[config.mk]
export PLATFORM = sky130hd
export DESIGN_NAME = stop_core
export DESIGN_NICKNAME = d
export VERILOG_FILES = /design/src/include/stop_pkg.sv /design/src/include/stop_tick_if.sv /design/src/hdl/stop_tick_gen.sv /design/src/hdl/stop_tare.sv /design/src/hdl/stop_core.sv
export VERILOG_INCLUDE_DIRS = /design/src /design/src/include
export SDC_FILE = /design/constraint.sdc
export NUM_CORES = 1
export LEC_CHECK = 0
export ABC_AREA = 1
export BUFFER_PORTS_ARGS = -buffer_cell sky130_fd_sc_hd__buf_2
export CAP_MARGIN = 25
export CORE_MARGIN = 2
export CORE_UTILIZATION = 57
export CTS_BUF_LIST = sky130_fd_sc_hd__clkbuf_16
export DETAILED_ROUTE_END_ITERATION = 6
export HOLD_SLACK_MARGIN = 0.06
export PLACE_DENSITY = 0.89
export SLEW_MARGIN = 20
export SYNTH_ARGS = -nofsm -noshare
export SYNTH_HDL_FRONTEND = slang
export SYNTH_HIERARCHICAL = 1
export SYNTH_SLANG_ARGS = --single-unit
[constraint.sdc]
create_clock -name mclk -period 2.38 [get_ports mclk]
set_clock_uncertainty 0.15 [all_clocks]
set_input_delay 0 -clock mclk [delete_from_list [all_inputs] [get_ports mclk]]
set_output_delay 0 -clock mclk [all_outputs]
set_load 0.02 [all_outputs]
[src/include/stop_defs.svh]
`ifndef STOP_DEFS_SVH
`define STOP_DEFS_SVH
`define STOP_CLK_HZ 20000000
`define STOP_WAKE_MS 600
`define STOP_WAKE_CYC ((`STOP_CLK_HZ / 1000) * `STOP_WAKE_MS)
`define STOP_US_CYC (`STOP_CLK_HZ / 1000000)
`define STOP_SEC_CYC `STOP_CLK_HZ
`define STOP_TMO_MIN 8'h05
`define STOP_TMO_MAX 8'hFF
`define STOP_TMO_RST 8'h0A
`define STOP_SLEEP_RST 1'b0
`define STOP_TARE_OFF 2'h0
`define STOP_TARE_REQ 2'h1
`define STOP_TARE_ON 2'h2
`define STOP_PW 32
`define STOP_TSW 32
`define STOP_LONG_DIGITS 4'h9
`define STOP_LIMIT_RST 32'h7FFF_FFFF
`define STOP_STAMP_MAX 32'h3B9A_C9FF
`endif

[src/include/stop_pkg.sv]
package stop_pkg;
   typedef enum logic [2:0] {
      STOP_AWAKE = 3'b001,
      STOP_ASLEEP = 3'b010,
      STOP_WAKING = 3'b100
   } stop_pwr_t;
   typedef logic [31:0] stop_press_t;
endpackage

[src/include/stop_tick_if.sv]
interface stop_tick_if;
   logic us_tick;
   logic sec_tick;
   modport src (output us_tick, output sec_tick);
   modport dst (input us_tick, input sec_tick);
endinterface

[src/hdl/stop_tick_gen.sv]
`include "stop_defs.svh"
module stop_tick_gen (
   input wire logic mclk,
   input wire logic reset,
   stop_tick_if.src ticks
);
   localparam int USC = `STOP_US_CYC;
   localparam int SC = `STOP_SEC_CYC;
   logic [4:0] us_cnt, next_us_cnt;
   logic [24:0] s_cnt, next_s_cnt;
   logic us_t, next_us_t, s_t, next_s_t;
   always_comb begin
      next_us_t = (us_cnt == 5'(USC - 1));
      next_us_cnt = next_us_t ? 5'h0 : 5'(us_cnt + 5'h1);
      next_s_t = (s_cnt == 25'(SC - 1));
      next_s_cnt = next_s_t ? 25'h0 : 25'(s_cnt + 25'h1);
   end
   always_ff @(posedge mclk) begin
      if (reset) begin
         us_cnt <= 5'h0;
         s_cnt <= 25'h0;
         us_t <= 1'b0;
         s_t <= 1'b0;
      end else begin
         us_cnt <= next_us_cnt;
         s_cnt <= next_s_cnt;
         us_t <= next_us_t;
         s_t <= next_s_t;
      end
   end
   assign ticks.us_tick = us_t;
   assign ticks.sec_tick = s_t;
endmodule

[src/hdl/stop_tare.sv]
`include "stop_defs.svh"
module stop_tare (
   input wire logic mclk,
   input wire logic reset,
   input wire logic tare_lockout,
   input wire logic tare_req,
   input wire logic wr_state,
   input wire logic [1:0] wr_state_val,
   input wire logic wr_value,
   input wire logic [31:0] wr_value_val,
   input wire logic rd_valid,
   input wire logic [31:0] rd_raw,
   output logic [1:0] tare_state,
   output logic [31:0] tare_value,
   output logic tared_valid,
   output logic [31:0] tared
);
   logic [1:0] next_state;
   logic [31:0] next_value;
   logic next_tv;
   logic [31:0] next_tared;
   always_comb begin
      next_state = tare_state;
      next_value = tare_value;
      if (wr_state && wr_state_val <= `STOP_TARE_ON)
         next_state = wr_state_val;
      if (wr_value)
         next_value = wr_value_val;
      if (!tare_lockout && tare_req)
         next_state = `STOP_TARE_REQ;
      if (tare_lockout && wr_state && wr_state_val == `STOP_TARE_REQ)
         next_state = tare_state;
      if (rd_valid && tare_state == `STOP_TARE_REQ) begin
         next_value = rd_raw;
         next_state = `STOP_TARE_ON;
      end
      next_tv = rd_valid;
      next_tared = rd_raw;
      if (rd_valid && tare_state == `STOP_TARE_ON)
         next_tared = 32'(rd_raw - tare_value);
      else if (rd_valid && tare_state == `STOP_TARE_REQ)
         next_tared = 32'h0000_0000;
   end
   always_ff @(posedge mclk) begin
      if (reset) begin
         tare_state <= `STOP_TARE_OFF;
         tare_value <= 32'h0000_0000;
         tared_valid <= 1'b0;
         tared <= 32'h0000_0000;
      end else begin
         tare_state <= next_state;
         tare_value <= next_value;
         tared_valid <= next_tv;
         tared <= next_tared;
      end
   end
endmodule

[src/hdl/stop_core.sv]
`include "stop_defs.svh"
// Notes on behaviour
// - Asleep unit wakes 0.6 s after any character on either port.
// - The waking character is dropped, never passed to commands.
// - Sleep after timeout seconds with no character on either port.
// - Sleep enable: 0 off, 1 on, reset 0; off means never sleep.
// - Display or continuous background mode blocks sleep.
// - Timeout accepts integers 5 to 255 only, reset 10.
// - Overpressure output high when reading exceeds limit.
// - Overpressure output low once reading falls below limit.
// - Tare state cleared to 0 at reset.
// - Tare request from state write 1 or contact toggle.
// - Next reading after request becomes tare value; state 2; subtract.
// - Tare state and value writes need one-shot write enable.
// - New request while tared captures fresh value.
// - Written tare value used; later request overwrites it.
// - Lockout 1 ignores tare requests; 0 honours them.
// - Stamp enable 1 appends microsecond stamp to replies.
// - Stamp spans integration midpoint to first reply character.
// - Long format pads stamp to 9 digits.
// - Write enable covers only the next command, then clears.
module stop_core (
   input wire logic mclk,
   input wire logic reset,
   input wire logic rx_char_a,
   input wire logic rx_char_b,
   input wire logic [7:0] rx_data_a,
   input wire logic [7:0] rx_data_b,
   input wire logic cmd_done,
   input wire logic cmd_write_enable,
   input wire logic wr_sleep_enable,
   input wire logic wr_sleep_timeout,
   input wire logic wr_tare_state,
   input wire logic wr_tare_value,
   input wire logic wr_limit,
   input wire logic wr_stamp_cfg,
   input wire logic [31:0] wr_data,
   input wire logic [1:0] background_task_mode,
   input wire logic tare_contact,
   input wire logic tare_lockout,
   input wire logic meas_valid,
   input wire logic [31:0] meas_pressure,
   input wire logic integ_mid,
   input wire logic reply_start,
   output logic asleep,
   output logic char_valid,
   output logic [7:0] char_data,
   output logic overpressure,
   output logic sleep_enable,
   output logic [7:0] sleep_timeout_seconds,
   output logic [31:0] overpressure_limit,
   output logic [1:0] tare_state,
   output logic [31:0] tare_value,
   output logic tared_valid,
   output logic [31:0] tared_pressure,
   output logic one_shot_write_enable,
   output logic time_stamp_enable,
   output logic long_output_format,
   output logic stamp_valid,
   output logic [31:0] stamp_us,
   output logic [3:0] stamp_digits
);
   // ==========================================
   // Time base
   // Microsecond and second enables shared by idle count and stamp
   stop_tick_if tk ();
   stop_tick_gen u_tick (
      .mclk(mclk),
      .reset(reset),
      .ticks(tk)
   );

   // ==========================================
   // Write enable and settings
   logic next_ewe;
   logic next_sen;
   logic [7:0] next_tmo;
   logic [31:0] next_lim;
   logic next_tse;
   logic next_lof;
   logic wr_ok;
   // Set wins when the enable command and command end coincide
   always_comb begin
      wr_ok = one_shot_write_enable;
      next_ewe = one_shot_write_enable;
      if (cmd_done)
         next_ewe = 1'b0;
      if (cmd_write_enable)
         next_ewe = 1'b1;
      next_sen = sleep_enable;
      next_tmo = sleep_timeout_seconds;
      next_lim = overpressure_limit;
      next_tse = time_stamp_enable;
      next_lof = long_output_format;
      // Out-of-range sleep enable and timeout values are dropped, old setting kept
      if (wr_ok && wr_sleep_enable && wr_data[31:1] == 31'h0)
         next_sen = wr_data[0];
      if (wr_ok && wr_sleep_timeout && wr_data[31:8] == 24'h0 && wr_data[7:0] >= `STOP_TMO_MIN)
         next_tmo = wr_data[7:0];
      if (wr_ok && wr_limit)
         next_lim = wr_data;
      if (wr_ok && wr_stamp_cfg) begin
         next_tse = wr_data[0];
         next_lof = wr_data[1];
      end
   end
   always_ff @(posedge mclk) begin
      if (reset) begin
         one_shot_write_enable <= 1'b0;
         sleep_enable <= `STOP_SLEEP_RST;
         sleep_timeout_seconds <= `STOP_TMO_RST;
         overpressure_limit <= `STOP_LIMIT_RST;
         time_stamp_enable <= 1'b0;
         long_output_format <= 1'b0;
      end else begin
         one_shot_write_enable <= next_ewe;
         sleep_enable <= next_sen;
         sleep_timeout_seconds <= next_tmo;
         overpressure_limit <= next_lim;
         time_stamp_enable <= next_tse;
         long_output_format <= next_lof;
      end
   end

   // ==========================================
   // Sleep control
   localparam int WAKE = `STOP_WAKE_CYC;
   stop_pkg::stop_pwr_t pwr;
   stop_pkg::stop_pwr_t next_pwr;
   logic [7:0] idle_s;
   logic [7:0] next_idle_s;
   logic [23:0] wake_cnt;
   logic [23:0] next_wake_cnt;
   logic any_rx;
   logic bg_busy;
   logic next_asleep;
   logic next_cv;
   logic [7:0] next_cd;
   always_comb begin
      any_rx = rx_char_a | rx_char_b;
      bg_busy = |background_task_mode;
      next_pwr = pwr;
      next_idle_s = idle_s;
      next_wake_cnt = wake_cnt;
      next_cv = 1'b0;
      next_cd = char_data;
      unique case (pwr)
         stop_pkg::STOP_AWAKE: begin
            next_cv = any_rx;
            next_cd = rx_char_a ? rx_data_a : rx_data_b;
            // Free-running second tick: idle time may fall up to one second short
            if (any_rx || !sleep_enable || bg_busy)
               next_idle_s = 8'h0;
            else if (tk.sec_tick)
               next_idle_s = 8'(idle_s + 8'h1);
            if (sleep_enable && !bg_busy && !any_rx && idle_s >= sleep_timeout_seconds)
               next_pwr = stop_pkg::STOP_ASLEEP;
         end
         stop_pkg::STOP_ASLEEP: begin
            next_idle_s = 8'h0;
            if (any_rx) begin
               next_pwr = stop_pkg::STOP_WAKING;
               next_wake_cnt = 24'h0;
            end
         end
         stop_pkg::STOP_WAKING: begin
            next_wake_cnt = 24'(wake_cnt + 24'h1);
            if (wake_cnt == 24'(WAKE - 1))
               next_pwr = stop_pkg::STOP_AWAKE;
         end
         // Stray code after an upset falls back to awake
         default: begin
            next_pwr = stop_pkg::STOP_AWAKE;
            next_idle_s = 8'h0;
         end
      endcase
      next_asleep = (next_pwr != stop_pkg::STOP_AWAKE);
   end
   always_ff @(posedge mclk) begin
      if (reset) begin
         pwr <= stop_pkg::STOP_AWAKE;
         idle_s <= 8'h0;
         wake_cnt <= 24'h0;
         asleep <= 1'b0;
         char_valid <= 1'b0;
         char_data <= 8'h00;
      end else begin
         pwr <= next_pwr;
         idle_s <= next_idle_s;
         wake_cnt <= next_wake_cnt;
         asleep <= next_asleep;
         char_valid <= next_cv;
         char_data <= next_cd;
      end
   end

   // ==========================================
   // Overpressure
   logic next_op;
   always_comb begin
      next_op = overpressure;
      // Equal reading keeps the indicator where it was
      if (meas_valid && $signed(meas_pressure) > $signed(overpressure_limit))
         next_op = 1'b1;
      else if (meas_valid && $signed(meas_pressure) < $signed(overpressure_limit))
         next_op = 1'b0;
   end
   always_ff @(posedge mclk) begin
      if (reset)
         overpressure <= 1'b0;
      else
         overpressure <= next_op;
   end

   // ==========================================
   // Tare
   logic contact_q;
   logic next_contact_q;
   logic contact_edge;
   logic cmd_tare_req;
   logic tare_req;
   // Lockout and the refused state-1 write are applied in the tare unit
   always_comb begin
      next_contact_q = tare_contact;
      contact_edge = (tare_contact != contact_q);
      cmd_tare_req = wr_ok & wr_tare_state & (wr_data == 32'(`STOP_TARE_REQ));
      tare_req = contact_edge | cmd_tare_req;
   end
   // Follows the pin in reset too, so a closed contact gives no false toggle
   always_ff @(posedge mclk) begin
      if (reset)
         contact_q <= tare_contact;
      else
         contact_q <= next_contact_q;
   end
   stop_tare u_tare (
      .mclk(mclk),
      .reset(reset),
      .tare_lockout(tare_lockout),
      .tare_req(tare_req),
      .wr_state(wr_ok & wr_tare_state),
      .wr_state_val(wr_data[1:0]),
      .wr_value(wr_ok & wr_tare_value),
      .wr_value_val(wr_data),
      .rd_valid(meas_valid),
      .rd_raw(meas_pressure),
      .tare_state(tare_state),
      .tare_value(tare_value),
      .tared_valid(tared_valid),
      .tared(tared_pressure)
   );

   // ==========================================
   // Time stamp
   logic running;
   logic next_running;
   logic [31:0] us_cnt;
   logic [31:0] next_us_cnt;
   logic next_sv;
   logic [31:0] next_su;
   logic [3:0] next_sd;
   always_comb begin
      next_running = running;
      next_us_cnt = us_cnt;
      // Holds at the largest nine-digit value rather than wrapping
      if (running && tk.us_tick && us_cnt != `STOP_STAMP_MAX)
         next_us_cnt = 32'(us_cnt + 32'h1);
      if (integ_mid) begin
         next_running = 1'b1;
         next_us_cnt = 32'h0;
      end
      next_sv = 1'b0;
      next_su = stamp_us;
      next_sd = stamp_digits;
      // Captured as the first reply character starts
      if (reply_start && running) begin
         next_running = 1'b0;
         next_sv = time_stamp_enable;
         next_su = us_cnt;
         next_sd = long_output_format ? `STOP_LONG_DIGITS : 4'h0;
      end
   end
   always_ff @(posedge mclk) begin
      if (reset) begin
         running <= 1'b0;
         us_cnt <= 32'h0;
         stamp_valid <= 1'b0;
         stamp_us <= 32'h0;
         stamp_digits <= 4'h0;
      end else begin
         running <= next_running;
         us_cnt <= next_us_cnt;
         stamp_valid <= next_sv;
         stamp_us <= next_su;
         stamp_digits <= next_sd;
      end
   end
endmodule

[After elaboration in Yosys (flattened, before gate mapping)]
Cells that the tools add are included.
Operators by class
  add/subtract/negate cells: 6
  order comparisons: 5
  equal/unequal tests: 16
  mux-type cells: 23
  bitwise logic cells: 9
  reductions and logical operators: 47
Operators with widths (count)
  two-way mux 32 bit: 4
  one-hot mux 24 bit (2 select lines): 1
  adder 32 x 1 -> 32 bit, second input constant: 1
  equality test 32 x 1 -> 1 bit, second input constant: 1
  > comparator 32 bit: 1
  less-than comparator 32 bit: 1
  != test 32 x 30 -> 1 bit, second input constant: 1
  subtractor 32 bit: 1
  zero test 31 bit: 1
  adder 25 x 1 -> 25 bit, second input constant: 1
  equality test 25 bit, second input constant: 1
  adder 24 x 1 -> 24 bit, second input constant: 1
  equality test 24 bit, second input constant: 1
  zero test 24 bit: 1
  two-way mux 24 bit: 1
  two-way mux 8 bit: 3
  logical AND 1 bit: 21
  one-hot mux 8 bit (2 select lines): 1
  OR reduction 2 bit: 8
  nonzero test 2 bit: 5
  two-way mux 3 bit: 3
  one-hot mux 3 bit (3 select lines): 1
  adder 8 x 1 -> 8 bit, second input constant: 1
  greater-or-equal comparator 8 x 3 -> 1 bit, second input constant: 1
  23 further kinds: 44
Storage, ports and cells
  register bits: 260
  input port bits: 99
  output and inout bits: 159
  logic and storage cells: 134

[Longest topological paths before layout]
Gate-level depths: netlist of the first run.
  word-level depth: 8
  gate-level depth with buffers: 16
  mapped depth without buffers: 16

[Cells and area by module]
The synthesis of the first run kept the hierarchy.
Modules (own cells, without submodules)
  stop_core: times used 1, cells an instance 1156, area an instance 8180.3 µm², seq. area each 3163.0 µm²
  stop_tare: times used 1, cells an instance 857, area an instance 5136.2 µm², seq. area each 1341.3 µm²
  stop_tick_gen: times used 1, cells an instance 232, area an instance 1617.8 µm², seq. area each 640.6 µm²

[Least setup slack after synthesis of the first run]
OpenSTA, ideal clock, no wires.
  path kind: register -> register
  start point: reg one_shot_write_enable
  end point: reg u_tare.tare_state[0]
  library setup time: 0.114 ns
  arrival: 1.771 ns
  required time: 2.116 ns
  path slack: 0.345 ns
  stages on the path, launching flop included: 10
  path buffers: 1
  period minus slack after synthesis: 2.035 ns
  path through: dfxtp_1 -> clkbuf_1 -> inv_1 -> nor4_1 -> nand4_1 -> o21ai_0 -> inv_1 -> nor2_1 -> a21oi_1 -> a2111oi_0
On the way
  word-level cells in the longest chain between the ends: 6
  elaborated cells on any way between the ends: 11
  those cells by class: mux (1); bitwise (4); reduce/logical (6)
RTL lines
  start: declaration: line stop_core.sv:56  | output logic one_shot_write_enable,
  start signal: assignment: line stop_core.sv:116  | one_shot_write_enable <= next_ewe;
  AND 1 bit (*) (2 in series): line stop_core.sv:226  | cmd_tare_req = wr_ok & wr_tare_state & (wr_data == 32'(`STOP_TARE_REQ));
  bitwise OR 1 bit (*): line stop_core.sv:227  | tare_req = contact_edge | cmd_tare_req;
  net tare_req: line stop_core.sv:221  | logic tare_req;
  logical AND 1 bit (*): line stop_tare.sv:29  | if (!tare_lockout && tare_req)
  nonzero test 2 bit (no line)
  AND reduction 2 bit (no line)
  end signal: assignment: line stop_tare.sv:46  | tare_state <= `STOP_TARE_OFF;
  end signal: assignment: line stop_tare.sv:51  | tare_state <= next_state;
  end: declaration: line stop_tare.sv:13  | output logic [1:0] tare_state,
The timed path passes the listed nets; every way through them passes the cells marked *.
A chain may end at the register's enable or synchronous reset.

[Worst setup path after layout of the first run]
  start point: reg one_shot_write_enable
  end point: reg u_tare.tare_value[14]
On the way
  word-level cells in the longest chain between the ends: 2
RTL lines
  AND 1 bit: line stop_core.sv:243  | .wr_value(wr_ok & wr_tare_value),
  nonzero test 2 bit (no line)
  end signal: assignment: line stop_tare.sv:52  | tare_value <= next_value;
  end: declaration: line stop_tare.sv:14  | output logic [31:0] tare_value,
No other way between the ends.

==> impl_metrics.csv, run 1 <==
group,metric,value,unit
yosys,yosysWarnings,6,
yosys,async_flop_share,0,%
floorplanning,core.rowCount,59,
power,p_leak,0.00877,µW
timing,hold_slack,0.0863,ns
yosys,synth_top_area_cell,"dfxtp_1",
yosys,synth_top_area_share,34.5,%
clock_tree,cts_tree,"yes",
drt,vias_per_cell,5.63,
min_path,hp-class,"input pin to flop",
clock_tree,clk_path_buf_depth,3,
timing,setup_slack,0.0556,ns
floorplanning,io-pin-count,258,
outcome,status,"completed",
global_routing,grt_antenna_before_repair,1,
power,powerDensity,586,mW/mm²
yosys,syn_inst,2245,
finish,finish.utilization,71.9,%
drt,wire_per_inst,17.4,µm
floorplanning,core,0.0259,mm²
floorplanning,die_x,166,µm
timing,min_period,2.32,ns
timing,worstMarginPinSlew,0.604,ns
global_routing,grt_usage,36.2,%
clock_tree,numCtsBuffers,28,
yosys,synth-edff-count,0,
yosys,seq_area_frac_synth,34.5,%
finish,drive_gt1_share,14.8,%
setup_path,critPathRequiredTime,2.67,ns
clock_tree,cts.clk_slew.worst_paths,0.06,ns
timing,period_share,97.7,%
global_routing,grt_max_degree,64,
clock_tree,htreeDepth,1,
floorplanning,initial_utilization,57.6,%
global_routing,grt_pass1_vias,16400,
flow_run,drv_cap,0,
timing,max_slew_margin,59.7,%
drt,ant_nets,0,
yosys,synth.avg_cell_area,6.65,µm²
setup_path,crit_fanout,32,
timing,fin_tns_setup,0,ns
timing,finalSetupViolations,0,
clock_tree,numClockSinks,257,
setup_path,worstSetupPathType,"flop to flop",
setup_path,crit_path_end_kind,"flop",
place,dp_hpwl,34900,µm
setup_path,cp.arrival,2.62,ns
global_routing,grt_overflow,0,
yosys,ys.flop_type,"dfxtp_1",
drt,drt-pass1-iter-count,6,
global_routing,grt_pass1_wl,82400,µm
setup_path,crit_path_start_kind,"flop",
yosys,synth_cell_types,55,
place,numPortBuffers,255,
timing,slew_viol_final,0,
power,max-vdd-ir-drop,807,µV
floorplanning,die_h,166,µm
drt,drt-total-wl,51700,µm
finish,synthToLayoutAreaGrowth,24.7,%
floorplanning,dieArea,0.0275,mm²
drt,vias,16700,
drt,drtIter0Drc,1515,
power,power,10900,µW
place,pre_cts_slack,0.158,ns
yosys,syn_area,0.0149,mm²
place,gp_congestion,0.958,
clock_tree,root_buffer,"clkbuf_16",
drt,remaining_drc_errors,0,
timing,hold_viol_final,0,
timing,rsz0062_at_grt,"false",
yosys,synth-seq-cells,257,
clock_tree,clk_latency,0.56,ns
yosys,synth.area.top_cells,"dfxtp_1, nand2_1, inv_1",
finish,fillers,2048,
timing,fmax,0.430,GHz
finish,fin_nets,2783,
-- Yosys cell counts, drive strengths merged, types with 11 or more instances --
master	n
nand2	589
inv	326
nor2	260
dfxtp	257
a21oi	161
nand3	152
o21ai	90
ha	76
nor3	68
clkbuf	41
xor2	39
buf	33
o211ai	33
a211oi	32
nand4	25
a31oi	11
-- kinds of logic after synthesis --
| kind of cell | count (synthesis) | share of synthesized area [%] |
|---|---|---|
| buffers and inverters | 401 | 10.9 |
| flip-flops | 257 | 34.5 |
| XOR/XNOR | 44 | 2.58 |
| adder cells (fa/ha/maj) | 77 | 6.50 |
| AO/OA/AOI/OAI | 350 | 13.6 |
| other | 1 | 0.0251 |
| AND/OR/NAND/NOR | 1115 | 31.9 |
-- metal layers --
layer	up-vias	wire (µm)	GRT usage, %
li1	7956	-	-
met1	7661	20300	44.0
met2	874	24500	62.4
met3	188	4190	5.55
met4	0	2720	17.9
met5	-	0	0
-- power by group --
group / leakage, µW / internal [µW] / total [µW] / switching, µW
clock network: 0.000444 / 2350 / 4210 / 1860
logic: 0.00623 / 766 / 2150 / 1390
registers: 0.00209 / 4460 / 4550 / 89.8
total: 0.00877 / 7570 / 10900 / 3340
-- sequential cells by signal (all words and copies together), names as in the netlist, 2 cells and up --
| register | count |
|---|---|
| u_tare/tare_value | 32 |
| u_tick/s_cnt | 25 |
| u_tare/tared | 32 |
| sleep_timeout_seconds | 8 |
| overpressure_limit | 32 |
| u_tare/tare_state | 2 |
| char_data | 8 |
| idle_s | 8 |
| stamp_us | 32 |
| u_tick/us_cnt | 5 |
| pwr | 3 |
| wake_cnt | 24 |
| us_cnt | 32 |
-- layout make-up --
| cell class | count | area, µm² | share of cell area, % |
|---|---|---|---|
| multi-input cells | 1588 | 8170 | 43.9 |
| flip-flops and latches | 257 | 5150 | 27.6 |
| diodes | 1 | 2.50 | 0.0134 |
| inverters | 327 | 1230 | 6.61 |
| clock inverters | 23 | 169 | 0.907 |
| repair buffers | 405 | 2780 | 14.9 |
| well taps | 335 | 419 | 2.25 |
| clock buffers | 28 | 701 | 3.76 |
-- worst paths after layout --
path	from	to	slack, ns	cells past startpoint
setup / recovery	one_shot_write_enable	u_tare/tare_value[14]	0.06	8
hold / removal	wr_data[22]	overpressure_limit[22]	0.09	4
hold reg to reg	u_tick/s_cnt[0]	u_tick/s_cnt[0]	0.30	1
setup reg to reg	one_shot_write_enable	u_tare/tare_value[14]	0.06	8
-- layout by cell type (no fill, tap or decap), drive strengths merged, types with 13 or more instances in the layout --
cell type	synthesis	final
nand3	152	152
nor2	260	260
buf	33	280
dfxtp	257	257
o211ai	33	33
clkinv	1	13
clkbuf	41	29
ha	76	76
xor2	39	39
nand2	589	589
o21ai	90	90
nand4	25	25
a21oi	161	161
a211oi	32	32
dlygate4sd3	0	124
nor3	68	68
inv	326	332
-- per-stage QoR --
| stage | std cells | area [µm²] |
|---|---|---|
| 6_report | 2964 | 18600 |
| 4_1_cts | 2960 | 18600 |
| 2_1_floorplan | 2246 | 14900 |
| 5_1_grt | 2964 | 18600 |
| 3_3_place_gp | 2785 | 16500 |
| 3_5_place_dp | 2785 | 16500 |
-- worst max-delay path, cell delays in order, from the launching register on --
cell,delay (ns)
dfxtp_1,0.41
buf_4,0.21
nand2_1,0.08
inv_2,0.12
buf_12,0.22
nor2_1,0.08
a211oi_1,0.26
nor3_1,0.08
dlygate4sd3_1,0.58
-- what timing repair did --
action | in CTS | in global routing
setup endpoints to repair | 0 | 4
gates resized for setup | 0 | 6
endpoints found under the hold margin | 229 | 0
setup buffers | 0 | 2
hold buffers | 124 | 0
(Power assumes the default switching activity.)
==> run 2, diff against run 1 <==
--- a/config.mk
+++ b/config.mk
@@ -13,6 +13,7 @@
 export CORE_UTILIZATION = 57
 export CTS_BUF_LIST = sky130_fd_sc_hd__clkbuf_16
 export DETAILED_ROUTE_END_ITERATION = 6
+export GPL_TIMING_DRIVEN = 0
 export HOLD_SLACK_MARGIN = 0.06
 export PLACE_DENSITY = 0.89
 export SLEW_MARGIN = 20
==> impl_metrics.csv, run 2 (synthesis results as in run 1) <==
group,metric,value,unit
place,gp_congestion,1.04,
power,power,11600,µW
setup_path,slowest_stage,"dlygate4sd3_1",
place,dp_hpwl,39900,µm
timing,rsz0062_at_grt,"true",
clock_tree,clk_path_buf_depth,3,
drt,wire_per_inst,18.4,µm
clock_tree,cts.clk_slew.worst_paths,0.06,ns
setup_path,critPathRequiredTime,2.65,ns
floorplanning,core.rowCount,59,
timing,fin_tns_setup,-0.0219,ns
clock_tree,clk_latency,0.56,ns
timing,slew_viol_final,0,
drt,ant_nets,0,
clock_tree,htreeDepth,1,
drt,drt-total-wl,55300,µm
finish,drive_gt1_share,15.6,%
timing,finalSetupViolations,1,
place,numPortBuffers,254,
floorplanning,core,0.0259,mm²
drt,vias_per_cell,5.65,
place,dpl.cell_count,2835,
timing,worstMarginPinSlew,0.839,ns
setup_path,path_common_cell,"a21oi_1",
setup_path,reg2regPathDepth,9,
setup_path,worstSetupPathType,"flop to flop",
clock_tree,post_cts_buffers,0,
finish,synthToLayoutAreaGrowth,26.4,%
timing,hold_viol_final,0,
timing,fmax,0.416,GHz
setup_path,worstPathCellList,"inv_1 > ha_1 > a21oi_1 > nor2_1 > a211oi_2 > a21oi_4 > nand2_1 > a21oi_1 > dlygate4sd3_1",
global_routing,grt_pass1_vias,16400,
timing,setup_slack,-0.0219,ns
timing,max_slew_margin,44.1,%
global_routing,grt_usage,38.6,%
finish,fin_cells,3002,
power,p_leak,0.00887,µW
timing,hold_slack,0.0923,ns
floorplanning,dieArea,0.0275,mm²
setup_path,crit_buf_inv,2,
setup_path,path_depth,9,
floorplanning,io-pin-count,258,
global_routing,grt_overflow,0,
global_routing,grt_max_degree,15,
floorplanning,die_h,166,µm
setup_path,cpPeakStageDelay,0.63,ns
floorplanning,initial_utilization,57.6,%
flow_run,drv_cap,0,
drt,drtIter0Drc,1572,
clock_tree,numCtsBuffers,28,
finish,fin_nets,2818,
timing,period_share,101,%
setup_path,cp.arrival,2.68,ns
min_path,hp-class,"input pin to flop",
outcome,violations,"negative setup slack",
clock_tree,root_buffer,"clkbuf_16",
power,max-vdd-ir-drop,599,µV
setup_path,crit_path_end_kind,"flop",
drt,remaining_drc_errors,0,
power,powerDensity,614,mW/mm²
floorplanning,die_x,166,µm
setup_path,crit_path_start_kind,"flop",
outcome,status,"finished, violations left",
clock_tree,numClockSinks,257,
clock_tree,cts_tree,"yes",
global_routing,grt_pass1_wl,86000,µm
finish,fillers,2063,
setup_path,critPathTopFamily,"buffers and inverters",
timing,min_period,2.40,ns
finish,layout_commonest_cell,"nand2_1",
drt,drt-pass1-iter-count,7,
finish,layout_common_cells,"nand2_1, inv_1, buf_2",
setup_path,crit_fanout,3,
min_path,whs_path_depth,8,
drt,vias,17000,
global_routing,grt_antenna_before_repair,2,
[run 2: changes by cell type in the layout (fill, tap and decap cells not counted), sizes merged, moves of 2 or more]
cell         previous run  this run
dlygate4sd3           124       113
diode                   1         3
clkinvlp                3         1
clkinv                 13        11
bufinv                  2         7
clkbuf                 29        69
buf                   280       286
[run 2: layer usage]
layer	global-route usage, %	routed length (µm)	up-vias
li1	-	-	8029
met1	46.4	21100	7790
met2	65.2	25900	956
met3	7.48	5210	201
met4	20.7	3000	0
met5	0	0	-
[run 2: timing repair]
| action | in CTS | in global routing |
|---|---|---|
| resized for setup | 1 | 26 |
| pin swaps | 0 | 2 |
| gates cloned | 0 | 0 |
| hold buffers | 114 | 0 |
| hold endpoints to repair | 200 | 0 |
| setup endpoints to repair | 3 | 22 |
[run 2: report_power, final]
group	internal [µW]	switching, µW	total [µW]
clock	2970	1890	4860
sequential	4460	88.6	4540
combinational	765	1440	2200
total	8190	3410	11600
[run 2: final cells by class]
| cell class | instances | area [µm²] | share of cell area, % |
|---|---|---|---|
| well taps | 335 | 419 | 2.22 |
| repair buffers | 368 | 2410 | 12.8 |
| clock buffers | 29 | 726 | 3.84 |
| flip-flops and latches | 257 | 5150 | 27.3 |
| diodes | 3 | 7.51 | 0.0398 |
| inverters | 327 | 1230 | 6.50 |
| plain buffers | 72 | 404 | 2.14 |
| multi-input cells | 1588 | 8240 | 43.6 |
| clock inverters | 23 | 294 | 1.56 |
[run 2: worst min-delay path, delay by kind of cell]
family,cells,cell delay [ns]
AO/OA/AOI/OAI,3,0.29
buffers and inverters,3,0.35
AND/OR/NAND/NOR,2,0.12
[run 2: worst paths after layout]
check | from | endpoint | slack, ns
max | sleep_timeout_seconds[5] | pwr[1] | -0.02
min | wr_tare_value | u_tare/tare_value[28] | 0.09
min reg2reg | u_tick/s_cnt[0] | u_tick/s_cnt[0] | 0.30
max reg2reg | sleep_timeout_seconds[5] | pwr[1] | -0.02
[run 2: stage by stage]
step,worst slack [ns],util (%),instance area [µm²]
2_1_floorplan,0.345,-,14900
3_3_place_gp,-0.000673,64.2,16600
3_5_place_dp,-0.0178,64.2,16600
4_1_cts,0.00870,72.5,18800
5_1_grt,-0.0469,72.9,18900
6_report,-0.0219,72.9,18900
==> run 3, diff against run 2 <==
--- a/config.mk
+++ b/config.mk
@@ -6,11 +6,9 @@
 export SDC_FILE = /design/constraint.sdc
 export NUM_CORES = 1
 export LEC_CHECK = 0
-export ABC_AREA = 1
 export BUFFER_PORTS_ARGS = -buffer_cell sky130_fd_sc_hd__buf_2
 export CAP_MARGIN = 25
-export CORE_MARGIN = 2
-export CORE_UTILIZATION = 57
+export CORE_UTILIZATION = 56
 export CTS_BUF_LIST = sky130_fd_sc_hd__clkbuf_16
 export DETAILED_ROUTE_END_ITERATION = 6
 export GPL_TIMING_DRIVEN = 0
==> impl_metrics.csv, run 3 <==
group,metric,value,unit
outcome,status,"aborted with a tool error",
outcome,haltStage,"global routing (5_1_grt)",
outcome,error_message,"[ERROR GRT-0232] Routing congestion too high. Check the congestion heatmap in the GUI.",
yosys,async_flop_share,0,%
yosys,yosys-top-cells-count,"dfxtp_1, nor2_1, nand2_1",
yosys,synth_cell_types,86,
floorplanning,die_h,157,µm
place,gp_congestion,1.03,
clock_tree,numCtsBuffers,27,
yosys,synth.avg_cell_area,8.48,µm²
place,dpl.cell_count,2155,
clock_tree,htreeDepth,1,
timing,endpoint_type,"sequential cell input",
global_routing,grt_overflow,2,
yosys,yosysWarnings,6,
yosys,seq_area_frac_synth,38.4,%
timing,postGrtWorstEndpoint,"u_tare/tared[24]$_SDFF_PP0_/D",
place,numPortBuffers,255,
floorplanning,initial_utilization,57.1,%
place,dp_hpwl,30500,µm
yosys,synth.area.top_cells,"dfxtp_1, ha_1, nor2_1",
clock_tree,numClockSinks,257,
place,place_area,0.0152,mm²
yosys,synth-edff-count,0,
yosys,synth-seq-cells,257,
yosys,synth_top_area_cell,"dfxtp_1",
global_routing,grt_usage,48.3,%
floorplanning,die_x,157,µm
floorplanning,io-pin-count,258,
yosys,syn_inst,1580,
yosys,ys.flop_type,"dfxtp_1",
clock_tree,root_buffer,"clkbuf_16",
clock_tree,clk_path_buf_depth,3,
yosys,syn_area,0.0134,mm²
yosys,synth_top_area_share,38.4,%
floorplanning,core.rowCount,56,
global_routing,grt_max_degree,15,
yosys,synth_most_common_cell,"dfxtp_1",
[run 3: metrics by stage]
step | worst slack, ns | utilization [%] | setup TNS (ns)
after CTS | -0.243 | 74.9 | -2.94
after global placement | -0.845 | 64.9 | -27.67
after floorplan | -0.0906 | - | -0.120
after detailed placement | -0.948 | 64.9 | -32.33
[run 3: what timing repair did]
item | CTS
pin swaps | 21
hold buffers | 103
setup buffers | 20
hold endpoints to repair | 151
resized for setup | 49
setup endpoints to repair | 78
[run 3: logic make-up after synthesis]
group,after synthesis,synth area share (%)
flops,257,38.4
fa+ha+maj,77,7.25
simple gates,593,22.6
compound gates,347,17.6
mux,56,4.23
buf+inv,179,5.29
xor+xnor,70,4.58
other cells,1,0.0280
[run 3: per-layer routing]
layer | GRT usage (%) | GRT overflow
met1 | 51.1 | 0
met2 | 67.9 | 2
met3 | 32.3 | 0
met4 | 34.8 | 0
met5 | 3.11 | 0
==> run 4, diff against run 3 <==
--- a/config.mk
+++ b/config.mk
@@ -8,12 +8,10 @@
 export LEC_CHECK = 0
 export BUFFER_PORTS_ARGS = -buffer_cell sky130_fd_sc_hd__buf_2
 export CAP_MARGIN = 25
-export CORE_UTILIZATION = 56
-export CTS_BUF_LIST = sky130_fd_sc_hd__clkbuf_16
+export CORE_UTILIZATION = 40
 export DETAILED_ROUTE_END_ITERATION = 6
 export GPL_TIMING_DRIVEN = 0
-export HOLD_SLACK_MARGIN = 0.06
-export PLACE_DENSITY = 0.89
+export PLACE_DENSITY_LB_ADDON = 0.15
 export SLEW_MARGIN = 20
 export SYNTH_ARGS = -nofsm -noshare
 export SYNTH_HDL_FRONTEND = slang
==> impl_metrics.csv, run 4 <==
group,metric,value,unit
clock_tree,root_buffer,"clkbuf_16",
setup_path,slowest_stage,"a311oi_4",
timing,finalSetupViolations,12,
drt,vias,13400,
drt,drtIter0Drc,914,
drt,wire_per_inst,18.0,µm
floorplanning,die_h,185,µm
timing,fmax,0.361,GHz
clock_tree,numCtsBuffers,30,
power,p_leak,0.00765,µW
yosys,syn_area,0.0134,mm²
drt,ant_nets,0,
yosys,ys.flop_type,"dfxtp_1",
yosys,syn_inst,1580,
global_routing,grt_pass1_wl,67200,µm
timing,hold_viol_final,0,
finish,n_antenna_cell,0,
floorplanning,initial_utilization,41.0,%
clock_tree,clk_latency,0.56,ns
drt,dr_wl_met3,2890,µm
finish,synthToLayoutAreaGrowth,35.2,%
timing,max_slew_margin,41.2,%
drt,vias_per_cell,5.43,
setup_path,crit_buf_inv,2,
timing,slew_viol_final,0,
place,pre_cts_slack,-0.963,ns
global_routing,grt_antenna_before_repair,0,
outcome,status,"finished, violations left",
yosys,synth_top_area_share,38.4,%
timing,hold_slack,0.0437,ns
setup_path,crit_fanout,3,
power,max-vdd-ir-drop,529,µV
place,numPortBuffers,255,
timing,period_share,116,%
global_routing,grt_overflow,0,
floorplanning,core,0.0327,mm²
yosys,async_flop_share,0,%
drt,highest_layer,"met4",
clock_tree,htreeDepth,1,
clock_tree,clk_path_buf_depth,3,
place,place_area,0.0154,mm²
yosys,yosys-top-cells-count,"dfxtp_1, nor2_1, nand2_1",
place,dp_hpwl,32700,µm
timing,rsz0062_at_grt,"true",
yosys,synth-edff-count,0,
floorplanning,die_x,185,µm
yosys,synth_most_common_cell,"dfxtp_1",
setup_path,critPathRequiredTime,2.66,ns
global_routing,grt_max_degree,16,
floorplanning,dieArea,0.0342,mm²
setup_path,crit_path_end_kind,"flop",
setup_path,crit_path_start_kind,"flop",
finish,layout_commonest_cell,"buf_2",
global_routing,grt_pass1_vias,12300,
drt,drt-pass1-iter-count,7,
finish,finalInstanceArea,0.0181,mm²
clock_tree,cts_tree,"yes",
drt,drt-total-wl,44300,µm
drt,wl_met2,19800,µm
yosys,synth.area.top_cells,"dfxtp_1, ha_1, nor2_1",
power,power,11200,µW
flow_run,drv_cap,0,
setup_path,worstSetupPathType,"flop to flop",
drt,wl_met1,20300,µm
clock_tree,numClockSinks,257,
yosys,yosysWarnings,6,
yosys,seq_area_frac_synth,38.4,%
finish,layout_common_cells,"buf_2, dfxtp_1, nor2_1",
power,powerDensity,620,mW/mm²
min_path,hp-class,"input pin to flop",
timing,fin_tns_setup,-2.72,ns
yosys,synth-seq-cells,257,
outcome,violations,"negative setup slack",
setup_path,critPathTopFamily,"compound AO/OA/AOI/OAI gates",
drt,remaining_drc_errors,0,
floorplanning,core.rowCount,66,
timing,min_period,2.77,ns
setup_path,worstPathCellList,"inv_2 > ha_4 > nand2_4 > o31a_1 > or3_4 > a311oi_4 > buf_4 > o32ai_2 > xnor2_1 > a22oi_1 > nor2_1",
setup_path,cpPeakStageDelay,0.36,ns
timing,worstMarginPinSlew,0.882,ns
yosys,synth_top_area_cell,"dfxtp_1",
place,gp_congestion,0.925,
floorplanning,io-pin-count,258,
global_routing,grt_usage,25.0,%
yosys,synth.avg_cell_area,8.48,µm²
finish,fin_nets,2178,
finish,drive_gt1_share,23.8,%
yosys,synth_cell_types,86,
clock_tree,cts.clk_slew.worst_paths,0.06,ns
timing,setup_slack,-0.387,ns
setup_path,cp.arrival,3.04,ns
==> run 4: cell counts after synthesis <==
Identical to the previous run, type by type.
==> run 4: final cells by class <==
class / instances / area [µm²]
flip-flops and latches: 257 / 5180
fillers: 3034 / 14600
inverters: 101 / 382
multi-input cells: 1145 / 8100
clock inverters: 8 / 86.3
plain buffers: 71 / 322
clock buffers: 48 / 878
repair buffers: 396 / 2600
well taps: 442 / 553
==> run 4: worst paths after layout <==
| kind | startpoint | endpoint | slack, ns | depth (start not counted) |
|---|---|---|---|---|
| max | u_tare/tare_value[14] | u_tare/tared[27] | -0.39 | 11 |
| min | meas_pressure[12] | u_tare/tared[12] | 0.04 | 6 |
| max reg2reg | u_tare/tare_value[14] | u_tare/tared[27] | -0.39 | 11 |
| min reg2reg | u_tick/us_cnt[0] | u_tick/us_cnt[0] | 0.30 | 1 |
==> run 4: repair_timing <==
| item | in CTS | in global routing |
|---|---|---|
| resized for setup | 58 | 59 |
| setup endpoints to repair | 82 | 91 |
| hold buffers | 100 | 1 |
| pin swaps | 34 | 32 |
| buffers inserted | 20 | 20 |
| endpoints found under the hold margin | 148 | 2 |
==> run 4: kinds of logic (layout without fill, tap and decap cells) <==
group / Yosys count / count (layout) / synth area share, %
compound gates: 347 / 347 / 17.6
simple gates: 593 / 593 / 22.6
xor+xnor: 70 / 70 / 4.58
other cells: 1 / 2 / 0.0280
flops: 257 / 257 / 38.4
fa+ha+maj: 77 / 77 / 7.25
buf+inv: 179 / 624 / 5.29
mux: 56 / 56 / 4.23
==> run 4: worst reg2reg max path, stage by stage (launching register included) <==
cell and delay (ns):
dfxtp_4 0.35, inv_2 0.04, ha_4 0.29, nand2_4 0.06, o31a_1 0.32, or3_4 0.34, a311oi_4 0.36, buf_4 0.19
o32ai_2 0.07, xnor2_1 0.15, a22oi_1 0.21, nor2_1 0.10
==> run 4: stage by stage <==
stage	utilization, %	std cells
after global placement	47.0	2278
after global routing	55.3	2468
after CTS	54.4	2454
after floorplan	-	1581
after detailed placement	47.0	2278
final	55.3	2468
==> run 4: per-layer routing <==
metal,track usage [%],vias to the layer above
li1,-,6526
met1,34.1,6328
met2,40.0,471
met3,4.17,66
met4,8.36,0
met5,0,-
==> run 4: power breakdown <==
part           total, µW  internal (µW)  switching (µW)
combinational       2180            917            1260
sequential          4570           4460             111
clock               4480           2630            1840
